<file path="src/rtl/frontend_regs_map.vh">
`ifndef FRONTEND_REGS_MAP_VH
`define FRONTEND_REGS_MAP_VH
`define ADDR_DROP_HI 7'h0f
`define ADDR_DROP_LO 7'h10
`define ADDR_THR_HI 7'h11
`define ADDR_THR_LO 7'h12
`define ADDR_GAIN 7'h13
`define ADDR_PWR1 7'h14
`define RST_ZERO 8'h00
`define RST_GAIN 8'h50
`define RST_PWR1 8'hcf
`define GAIN_WMASK 8'hf0
`define PWR1_WMASK 8'hcf
`define GAIN_I_HI 7
`define GAIN_I_LO 6
`define GAIN_V_HI 5
`define GAIN_V_LO 4
`define PWR_CHOP_I 7
`define PWR_CHOP_V 6
`define PWR_AMP_I 3
`define PWR_MOD_I 2
`define PWR_AMP_V 1
`define PWR_MOD_V 0
`define SPI_FRAME_BITS 16
`define SPI_CNT_W 5
`define SPI_CNT_ADDR 5'h07
`define SPI_CNT_LAST 5'h0f
`define SPI_CNT_RDLOAD 5'h08
`define SPI_FLAG_EARLY 6
`define SPI_FLAG_LATE 14
`define RST_WORD 16'h0000
`define RST_GAIN_CODE 2'h1
`define RST_EN_ON 1'b1
`define MISO_IDLE 1'b0
`define MISO_OEN_OFF 1'b1
`endif

</file>
<file path="src/rtl/frontend_ctrl_regs.v">
`timescale 1ns/1ps
`include "frontend_regs_map.vh"
// control register bank of the acquisition front end
// six byte registers reached over a mode 0 serial port
// two byte pairs form the drop count and the current threshold
// gain and power bytes drive the analog front end directly
// hazard: pairs are not shadowed, the host writes both bytes
// every output is a flop so the analog side never sees a glitch
module frontend_ctrl_regs (
  input wire mclk_in,
  input wire rstn_in,
  input wire sclk_in,
  input wire csn_in,
  input wire mosi_in,
  output reg miso_out,
  output reg miso_oen_out,
  output reg [15:0] sample_drop_interval_out,
  output reg [15:0] current_threshold_out,
  output reg [1:0] gain_current_out,
  output reg [1:0] gain_voltage_out,
  output reg chop_clk_current_en_out,
  output reg chop_clk_voltage_en_out,
  output reg amp_current_en_out,
  output reg mod_current_en_out,
  output reg amp_voltage_en_out,
  output reg mod_voltage_en_out
);
  wire [6:0] addr;
  wire rd_req;
  wire wr_stb;
  wire [7:0] wr_data;
  wire miso_w;
  wire miso_oen_w;
  // one flop per register byte, reserved bits included
  reg [7:0] drop_hi_ff;
  reg [7:0] drop_lo_ff;
  reg [7:0] thr_hi_ff;
  reg [7:0] thr_lo_ff;
  reg [7:0] gain_ff;
  reg [7:0] pwr1_ff;
  reg [7:0] rd_data_ff;
  reg [7:0] nxt_rd_data;

  // used by both the gain and the power byte
  // merge writable bits, reserved ones keep their reset value
  function [7:0] merge;
    input [7:0] rst_val;
    input [7:0] mask;
    input [7:0] data;
    begin
      merge = (data & mask) | (rst_val & ~mask);
    end
  endfunction

  // serial framing and pin synchronisers live in the shifter
  spi_frame_shifter u_spi (
    .mclk_in(mclk_in),
    .rstn_in(rstn_in),
    .sclk_in(sclk_in),
    .csn_in(csn_in),
    .mosi_in(mosi_in),
    .rd_data_in(rd_data_ff),
    .addr_out(addr),
    .rd_req_out(rd_req),
    .wr_stb_out(wr_stb),
    .wr_data_out(wr_data),
    .miso_out(miso_w),
    .miso_oen_out(miso_oen_w)
  );

  // register writes, one strobe per write frame from the shifter
  // limitation: a half written pair shows through until both bytes land
  always @(posedge mclk_in or negedge rstn_in) begin
    if (!rstn_in) begin
      drop_hi_ff <= `RST_ZERO;
      drop_lo_ff <= `RST_ZERO;
      thr_hi_ff <= `RST_ZERO;
      thr_lo_ff <= `RST_ZERO;
      gain_ff <= `RST_GAIN;
      pwr1_ff <= `RST_PWR1;
    end else if (wr_stb) begin
      case (addr)
        `ADDR_DROP_HI: drop_hi_ff <= wr_data;
        `ADDR_DROP_LO: drop_lo_ff <= wr_data;
        `ADDR_THR_HI: thr_hi_ff <= wr_data;
        `ADDR_THR_LO: thr_lo_ff <= wr_data;
        `ADDR_GAIN: gain_ff <= merge(`RST_GAIN, `GAIN_WMASK, wr_data);
        `ADDR_PWR1: pwr1_ff <= merge(`RST_PWR1, `PWR1_WMASK, wr_data);
        // unmapped addresses fall through untouched
        default: ;
      endcase
    end
  end

  // sampled once at the address phase of a read frame
  // read mux, unmapped addresses read zero
  always @* begin
    case (addr)
      `ADDR_DROP_HI: nxt_rd_data = drop_hi_ff;
      `ADDR_DROP_LO: nxt_rd_data = drop_lo_ff;
      `ADDR_THR_HI: nxt_rd_data = thr_hi_ff;
      `ADDR_THR_LO: nxt_rd_data = thr_lo_ff;
      `ADDR_GAIN: nxt_rd_data = gain_ff;
      `ADDR_PWR1: nxt_rd_data = pwr1_ff;
      default: nxt_rd_data = `RST_ZERO;
    endcase
  end

  // read data captured once, so it stands for the whole data phase
  always @(posedge mclk_in or negedge rstn_in) begin
    if (!rstn_in) begin
      rd_data_ff <= `RST_ZERO;
    end else if (rd_req) begin
      rd_data_ff <= nxt_rd_data;
    end
  end

  // serial pin retimed once more so the pin leaves a flop
  always @(posedge mclk_in or negedge rstn_in) begin
    if (!rstn_in) begin
      miso_out <= `MISO_IDLE;
      miso_oen_out <= `MISO_OEN_OFF;
    end else begin
      miso_out <= miso_w;
      miso_oen_out <= miso_oen_w; // low while driving
    end
  end

  // outputs below are registered so they never glitch into the analog side
  // costs one mclk after each write, harmless for static settings
  // sixteen bit drop count
  always @(posedge mclk_in or negedge rstn_in) begin
    if (!rstn_in) begin
      sample_drop_interval_out <= `RST_WORD;
    end else begin
      sample_drop_interval_out <= {drop_hi_ff, drop_lo_ff};
    end
  end

  always @(posedge mclk_in or negedge rstn_in) begin
    if (!rstn_in) begin
      current_threshold_out <= `RST_WORD;
    end else begin
      current_threshold_out <= {thr_hi_ff, thr_lo_ff};
    end
  end

  always @(posedge mclk_in or negedge rstn_in) begin
    if (!rstn_in) begin
      gain_current_out <= `RST_GAIN_CODE;
    end else begin
      gain_current_out <= gain_ff[`GAIN_I_HI:`GAIN_I_LO];
    end
  end

  always @(posedge mclk_in or negedge rstn_in) begin
    if (!rstn_in) begin
      gain_voltage_out <= `RST_GAIN_CODE;
    end else begin
      gain_voltage_out <= gain_ff[`GAIN_V_HI:`GAIN_V_LO];
    end
  end

  always @(posedge mclk_in or negedge rstn_in) begin
    if (!rstn_in) begin
      chop_clk_current_en_out <= `RST_EN_ON;
    end else begin
      chop_clk_current_en_out <= pwr1_ff[`PWR_CHOP_I];
    end
  end

  always @(posedge mclk_in or negedge rstn_in) begin
    if (!rstn_in) begin
      chop_clk_voltage_en_out <= `RST_EN_ON;
    end else begin
      chop_clk_voltage_en_out <= pwr1_ff[`PWR_CHOP_V];
    end
  end

  always @(posedge mclk_in or negedge rstn_in) begin
    if (!rstn_in) begin
      amp_current_en_out <= `RST_EN_ON;
    end else begin
      amp_current_en_out <= pwr1_ff[`PWR_AMP_I];
    end
  end

  always @(posedge mclk_in or negedge rstn_in) begin
    if (!rstn_in) begin
      mod_current_en_out <= `RST_EN_ON;
    end else begin
      mod_current_en_out <= pwr1_ff[`PWR_MOD_I];
    end
  end

  always @(posedge mclk_in or negedge rstn_in) begin
    if (!rstn_in) begin
      amp_voltage_en_out <= `RST_EN_ON;
    end else begin
      amp_voltage_en_out <= pwr1_ff[`PWR_AMP_V];
    end
  end

  always @(posedge mclk_in or negedge rstn_in) begin
    if (!rstn_in) begin
      mod_voltage_en_out <= `RST_EN_ON;
    end else begin
      mod_voltage_en_out <= pwr1_ff[`PWR_MOD_V];
    end
  end
endmodule

</file>
<file path="src/rtl/spi_frame_shifter.v">
`timescale 1ns/1ps
`include "frontend_regs_map.vh"
// mode 0 spi slave, all pins oversampled on mclk
// frame: bit15 read flag (1=read), bits14:8 address, bits7:0 data msb first
module spi_frame_shifter (
  input wire mclk_in,
  input wire rstn_in,
  input wire sclk_in,
  input wire csn_in,
  input wire mosi_in,
  input wire [7:0] rd_data_in,
  output reg [6:0] addr_out,
  output reg rd_req_out,
  output reg wr_stb_out,
  output reg [7:0] wr_data_out,
  output reg miso_out,
  output reg miso_oen_out
);
  reg [1:0] sclk_s_ff;
  reg [1:0] csn_s_ff;
  reg [1:0] mosi_s_ff;
  reg sclk_d_ff;
  reg [15:0] shift_ff;
  reg [`SPI_CNT_W-1:0] cnt_ff;
  reg [7:0] rd_shift_ff;
  wire rise;
  wire fall;
  wire sel;
  // only the second stage of each synchroniser feeds logic
  assign rise = sclk_s_ff[1] & ~sclk_d_ff;
  assign fall = ~sclk_s_ff[1] & sclk_d_ff;
  assign sel = ~csn_s_ff[1];
  // synchronisers
  always @(posedge mclk_in or negedge rstn_in) begin
    if (!rstn_in) begin
      sclk_s_ff <= 2'h0;
      csn_s_ff <= 2'h3;
      mosi_s_ff <= 2'h0;
      sclk_d_ff <= 1'h0;
    end else begin
      sclk_s_ff <= {sclk_s_ff[0], sclk_in};
      csn_s_ff <= {csn_s_ff[0], csn_in};
      mosi_s_ff <= {mosi_s_ff[0], mosi_in};
      sclk_d_ff <= sclk_s_ff[1];
    end
  end
  // frame shifting and decode
  always @(posedge mclk_in or negedge rstn_in) begin
    if (!rstn_in) begin
      shift_ff <= 16'h0000;
      cnt_ff <= 5'h00;
      rd_shift_ff <= 8'h00;
      addr_out <= 7'h00;
      rd_req_out <= 1'b0;
      wr_stb_out <= 1'b0;
      wr_data_out <= 8'h00;
      miso_out <= `MISO_IDLE;
      miso_oen_out <= `MISO_OEN_OFF;
    end else begin
      rd_req_out <= 1'b0;
      wr_stb_out <= 1'b0;
      miso_oen_out <= ~sel; // drive only while selected
      if (!sel) begin
        cnt_ff <= 5'h00;
      end else if (rise) begin
        shift_ff <= {shift_ff[14:0], mosi_s_ff[1]};
        cnt_ff <= cnt_ff + 5'h01;
        if (cnt_ff == `SPI_CNT_ADDR) begin
          // address known: fetch read data for the data phase
          addr_out <= {shift_ff[5:0], mosi_s_ff[1]};
          rd_req_out <= shift_ff[`SPI_FLAG_EARLY];
        end
        // last bit in: a write frame hands its byte over
        if (cnt_ff == `SPI_CNT_LAST && !shift_ff[`SPI_FLAG_LATE]) begin
          wr_data_out <= {shift_ff[6:0], mosi_s_ff[1]};
          wr_stb_out <= 1'b1;
        end
      end else if (fall) begin
        if (cnt_ff == `SPI_CNT_RDLOAD) begin
          miso_out <= rd_data_in[7];
          rd_shift_ff <= {rd_data_in[6:0], 1'b0};
        end else begin
          miso_out <= rd_shift_ff[7];
          rd_shift_ff <= {rd_shift_ff[6:0], 1'b0};
        end
      end
    end
  end
endmodule

</file>
<file path="config.mk">
export PLATFORM = sky130hd
export DESIGN_NAME = frontend_ctrl_regs
export DESIGN_NICKNAME = d
export VERILOG_FILES = /design/src/rtl/frontend_ctrl_regs.v /design/src/rtl/spi_frame_shifter.v
export VERILOG_INCLUDE_DIRS = /design/src /design/src/rtl
export SDC_FILE = /design/constraint.sdc
export NUM_CORES = 1
export LEC_CHECK = 0
export ABC_AREA = 1
export BUFFER_PORTS_ARGS = -buffer_cell sky130_fd_sc_hd__buf_2
export CAP_MARGIN = 5
export CORE_MARGIN = 8
export CORE_UTILIZATION = 50
export CTS_CLUSTER_DIAMETER = 80
export DETAILED_ROUTE_END_ITERATION = 7
export PLACE_DENSITY = 0.81
export SYNTH_ARGS = -nofsm -noshare
export SYNTH_HDL_FRONTEND = slang
export SYNTH_SLANG_ARGS = --single-unit
</file>
<file path="constraint.sdc">
create_clock -name mclk_in -period 1.3 [get_ports mclk_in]
set_input_delay 0.065 -clock mclk_in [delete_from_list [all_inputs] [get_ports mclk_in]]
set_output_delay 0.065 -clock mclk_in [all_outputs]
set_load 0.005 [all_outputs]
</file>
==> results.txt <==
----------------------------------------------------
[Layout]
  Final Net Count ... ~680
  Non-Filler Instances ... 823
  Share of post-route cells with drive strength above 1 ... 49.3%
  Relative area change from synthesis to final layout ... 44.6%
  Count of inserted antenna diode cells ... 0

[STA]
  Final setup TNS ... -12750 ps
  Transition at the pin with the smallest max-transition slack ... between 400 and 500 ps
  Max-Slew Margin vs Limit ... approximately 73%
  Setup repair after global routing missed its margin ... true
  Post-route setup slack ... -264 ps
  Final period utilization ... 120%
  Number of failing setup endpoints in the final timing report ... 91
  Min Clock Period, post-route ... 1560 ps
  Setup clock skew after layout ... 11.8 ps
  Final slew viol count ... 0
  Fin Hold WS ... between 100 and 150 ps
  Hold Violations, Final ... 0
  Peak Freq ... ~0.64 GHz

[Worst setup path]
  Worst path required time ... 1660 ps
  Worst Path Arrival ... 1920 ps
  Crit path capture type ... flop
  Highest-delay cell along the critical path ... sky130_fd_sc_hd__dfrtp_1
  WS Path Type ... flop to flop
  List of cells traversed by the critical path ... inv_2 > nand2_4 > nor2_4 > nand2_8 > nor2_4 > buf_12 > buf_8 > o21a_1
  Startpoint type of the worst setup path ... flop
  Max incr delay on CP ... ~410 ps
  Maximum fanout along the worst path ... 6
  Cell repeated most along the worst path ... sky130_fd_sc_hd__nor2_4

[Logic synthesis]
  Synth Instances ... approximately 540
  Cell area after technology mapping ... about 0.0057 mm^2
  Total number of yosys warnings ... 0
  Post-synth top cells ... 140 x sky130_fd_sc_hd__nand2_1, 127 x sky130_fd_sc_hd__dfrtp_1, 44 x sky130_fd_sc_hd__nand3_1, 38 x sky130_fd_sc_hd__o21ai_0, 37 x sky130_fd_sc_hd__inv_1
  Proportion of synthesized chip area in sequential cells ... 65.0%
  Synth Area per Inst ... about 11 um^2
  Portion of synthesized cell area occupied by the leading cell type ... 55.8%
  Cell types occupying the most area after synthesis ... sky130_fd_sc_hd__dfrtp_1 56%, sky130_fd_sc_hd__dfstp_2 9.2%, sky130_fd_sc_hd__nand2_1 9.2%
  Synthesized flop and latch total ... around 150
  Post-synthesis net count ... around 550
  Most instantiated library cell after synthesis ... sky130_fd_sc_hd__nand2_1
  Unique cell type count in the Yosys netlist ... 30
  Top flip-flop cell by instance count after synthesis ... sky130_fd_sc_hd__dfrtp_1
  Most area-hungry cell type in the Yosys netlist ... sky130_fd_sc_hd__dfrtp_1
  Async set or reset register ratio after synthesis ... 100%
  Number of enable flip-flop cells after synthesis ... 0

[Detailed routing]
  Iteration-0 DRC count of the detailed router ... between 500 and 600
  Number of nets with antenna violations after routing ... 0
  Via count ... 4916
  Router iterations before antenna repair ... 5
  Via density ... between 5 and 6
  DRC Markers ... 0
  Final routed wirelength across all metal layers ... ~19000 um
  Routed len/inst ... around 23 um

[Die]
  Floorplan row count ... 39
  Overall die height ... 123 um
  Number of primary I/O pins ... 49
  Core Box Area ... about 0.011 mm^2
  Width of the die ... around 120 um
  Die Area ... 0.0151 mm^2
  Starting density of the core ... between 50% and 60%

[Clock tree]
  Clock tree from TritonCTS ... yes
  CTS max path bufs ... 2
  Number of buffers created by CTS ... 17
  Insertion delay to the later sink of the worst-skew pair ... around 430 ps
  Clock sinks ... between 100 and 150
  H-tree level count ... 4
  Clock slew seen by the registers of the worst setup and hold paths ... ~60 ps
  Clock root buffer master ... sky130_fd_sc_hd__clkbuf_16

[Placement]
  DP Worst Slack ... -245 ps
  DP Cell Count ... around 750
  Buffers added on ports ... 48
  Final GP Congestion ... between 0.8 and 0.9
  Detail Placement HPWL ... around 8700 um

[Status]
  Violations in the final reports ... setup timing
  Status ... finished with violations

[Global route]
  Global routing usage summed across all routing layers ... 21.9%
  Pin count of the biggest net entering global routing ... between 40 and 50
  Vias in the first global route ... 4904
  GRT overflow ... 0
  Initial antenna violation count ... 0
  Global-route wire length before repair ... roughly 25000 um

[Pwr]
  Lkg Pwr ... between 4 and 5 nW
  Pwr dens ... around 1200 mW/mm^2
  Total Power Consumption ... 9.99 mW
  Worst VDD drop ... a little under 0.0008 V

[Hold path]
  Worst hold-check path type ... input pin to async pin

[Flow run]
  MaxCap Viol Count ... 0

----------------------------------------------------
==> logic make-up after synthesis <==
logic type               after synthesis  share of synthesized area (%)
XOR/XNOR                               1                          0.154
buffers and inverters                 62                           5.18
AND/OR/NAND/NOR                      229                           19.0
flip-flops                           147                           65.0
AO/OA/AOI/OAI                         99                           9.99
adder cells (fa/ha/maj)                3                          0.659
==> per-stage QoR <==
step	util, %	area, um^2
floorplan	-	5730
global placement	56.9	6420
detailed placement	56.9	6420
CTS	66.5	7490
global route	73.1	8240
finish	73.1	8240
==> power breakdown <==
part	leakage [nW]	internal, mW	switching (mW)	total [mW]
logic	1.80	0.160	0.285	0.446
registers	1.96	4.66	0.0740	4.74
clock network	0.274	2.83	1.98	4.81
==> worst max-delay path: cells and delay by family (launching register included) <==
kind,cells,cell delay (ps)
flops,1,410
simple gates,4,540
buf+inv,3,390
compound gates,1,140
==> state kept, by name (all words and copies together) (netlist names), 2 cells and up <==
| register | flops |
|---|---|
| current_threshold_out | 16 |
| drop_hi_ff | 8 |
| drop_lo_ff | 8 |
| gain_current_out | 2 |
| gain_ff | 4 |
| gain_voltage_out | 2 |
| pwr1_ff | 6 |
| rd_data_ff | 8 |
| sample_drop_interval_out | 16 |
| thr_hi_ff | 8 |
| thr_lo_ff | 8 |
| u_spi.addr_out | 7 |
| u_spi.cnt_ff | 5 |
| u_spi.csn_s_ff | 2 |
| u_spi.mosi_s_ff | 2 |
| u_spi.rd_shift_ff | 7 |
| u_spi.sclk_s_ff | 2 |
| u_spi.shift_ff | 15 |
| u_spi.wr_data_out | 8 |
==> timing repair <==
action,CTS,global route
gates cloned,8,1
buffers inserted,16,13
gates resized for setup,78,169
pin swaps,25,43
hold buffers,4,0
endpoints found under the setup margin,78,94
endpoints found under the hold margin,136,0
==> final timing paths <==
check                                        start            endpoint  slack [ps]  depth (start not counted)
max in group asynchronous                  rstn_in          pwr1_ff[1]         540                          3
worst max register to register   u_spi.addr_out[3]        thr_hi_ff[5]        -260                          8
min in group mclk_in                       mosi_in  u_spi.mosi_s_ff[0]         280                          2
worst min-delay path                       rstn_in       drop_lo_ff[4]         130                          2
worst max-delay path             u_spi.addr_out[3]        thr_hi_ff[5]        -260                          8
worst min register to register  u_spi.sclk_s_ff[0]  u_spi.sclk_s_ff[1]         350                          0
==> cells in the final DEF, fill, tap and decap left out, types with 15 or more instances in the layout <==
master,n
sky130_fd_sc_hd__o21ai_1,29
sky130_fd_sc_hd__buf_4,29
sky130_fd_sc_hd__buf_2,47
sky130_fd_sc_hd__inv_1,33
sky130_fd_sc_hd__buf_12,17
sky130_fd_sc_hd__nand3_1,23
sky130_fd_sc_hd__nand2_2,39
sky130_fd_sc_hd__nor2_4,17
sky130_fd_sc_hd__dfrtp_1,124
sky130_fd_sc_hd__clkbuf_16,18
sky130_fd_sc_hd__o21ai_2,27
sky130_fd_sc_hd__nand3_2,15
sky130_fd_sc_hd__nand2_1,84
sky130_fd_sc_hd__nand2_4,23
sky130_fd_sc_hd__dfstp_2,20
==> area by class of cell <==
class / instances / area, um^2
clock buffer: 20 / 437
clock inverter: 12 / 134
fill: 614 / 3030
inverter: 45 / 184
multi-input combinational: 336 / 2440
sequential: 147 / 3710
tap: 143 / 179
timing repair buffer: 120 / 1160
==> routing by layer <==
metal	global-route usage (%)	share of wire, %	up-vias
met5	0	0	-
met4	13.2	6.3	0
met1	24.6	36	2459
met3	6.44	7.5	114
met2	36.5	50	315
li1	-	-	2028
Note: power is estimated with default switching activity, not from simulation.
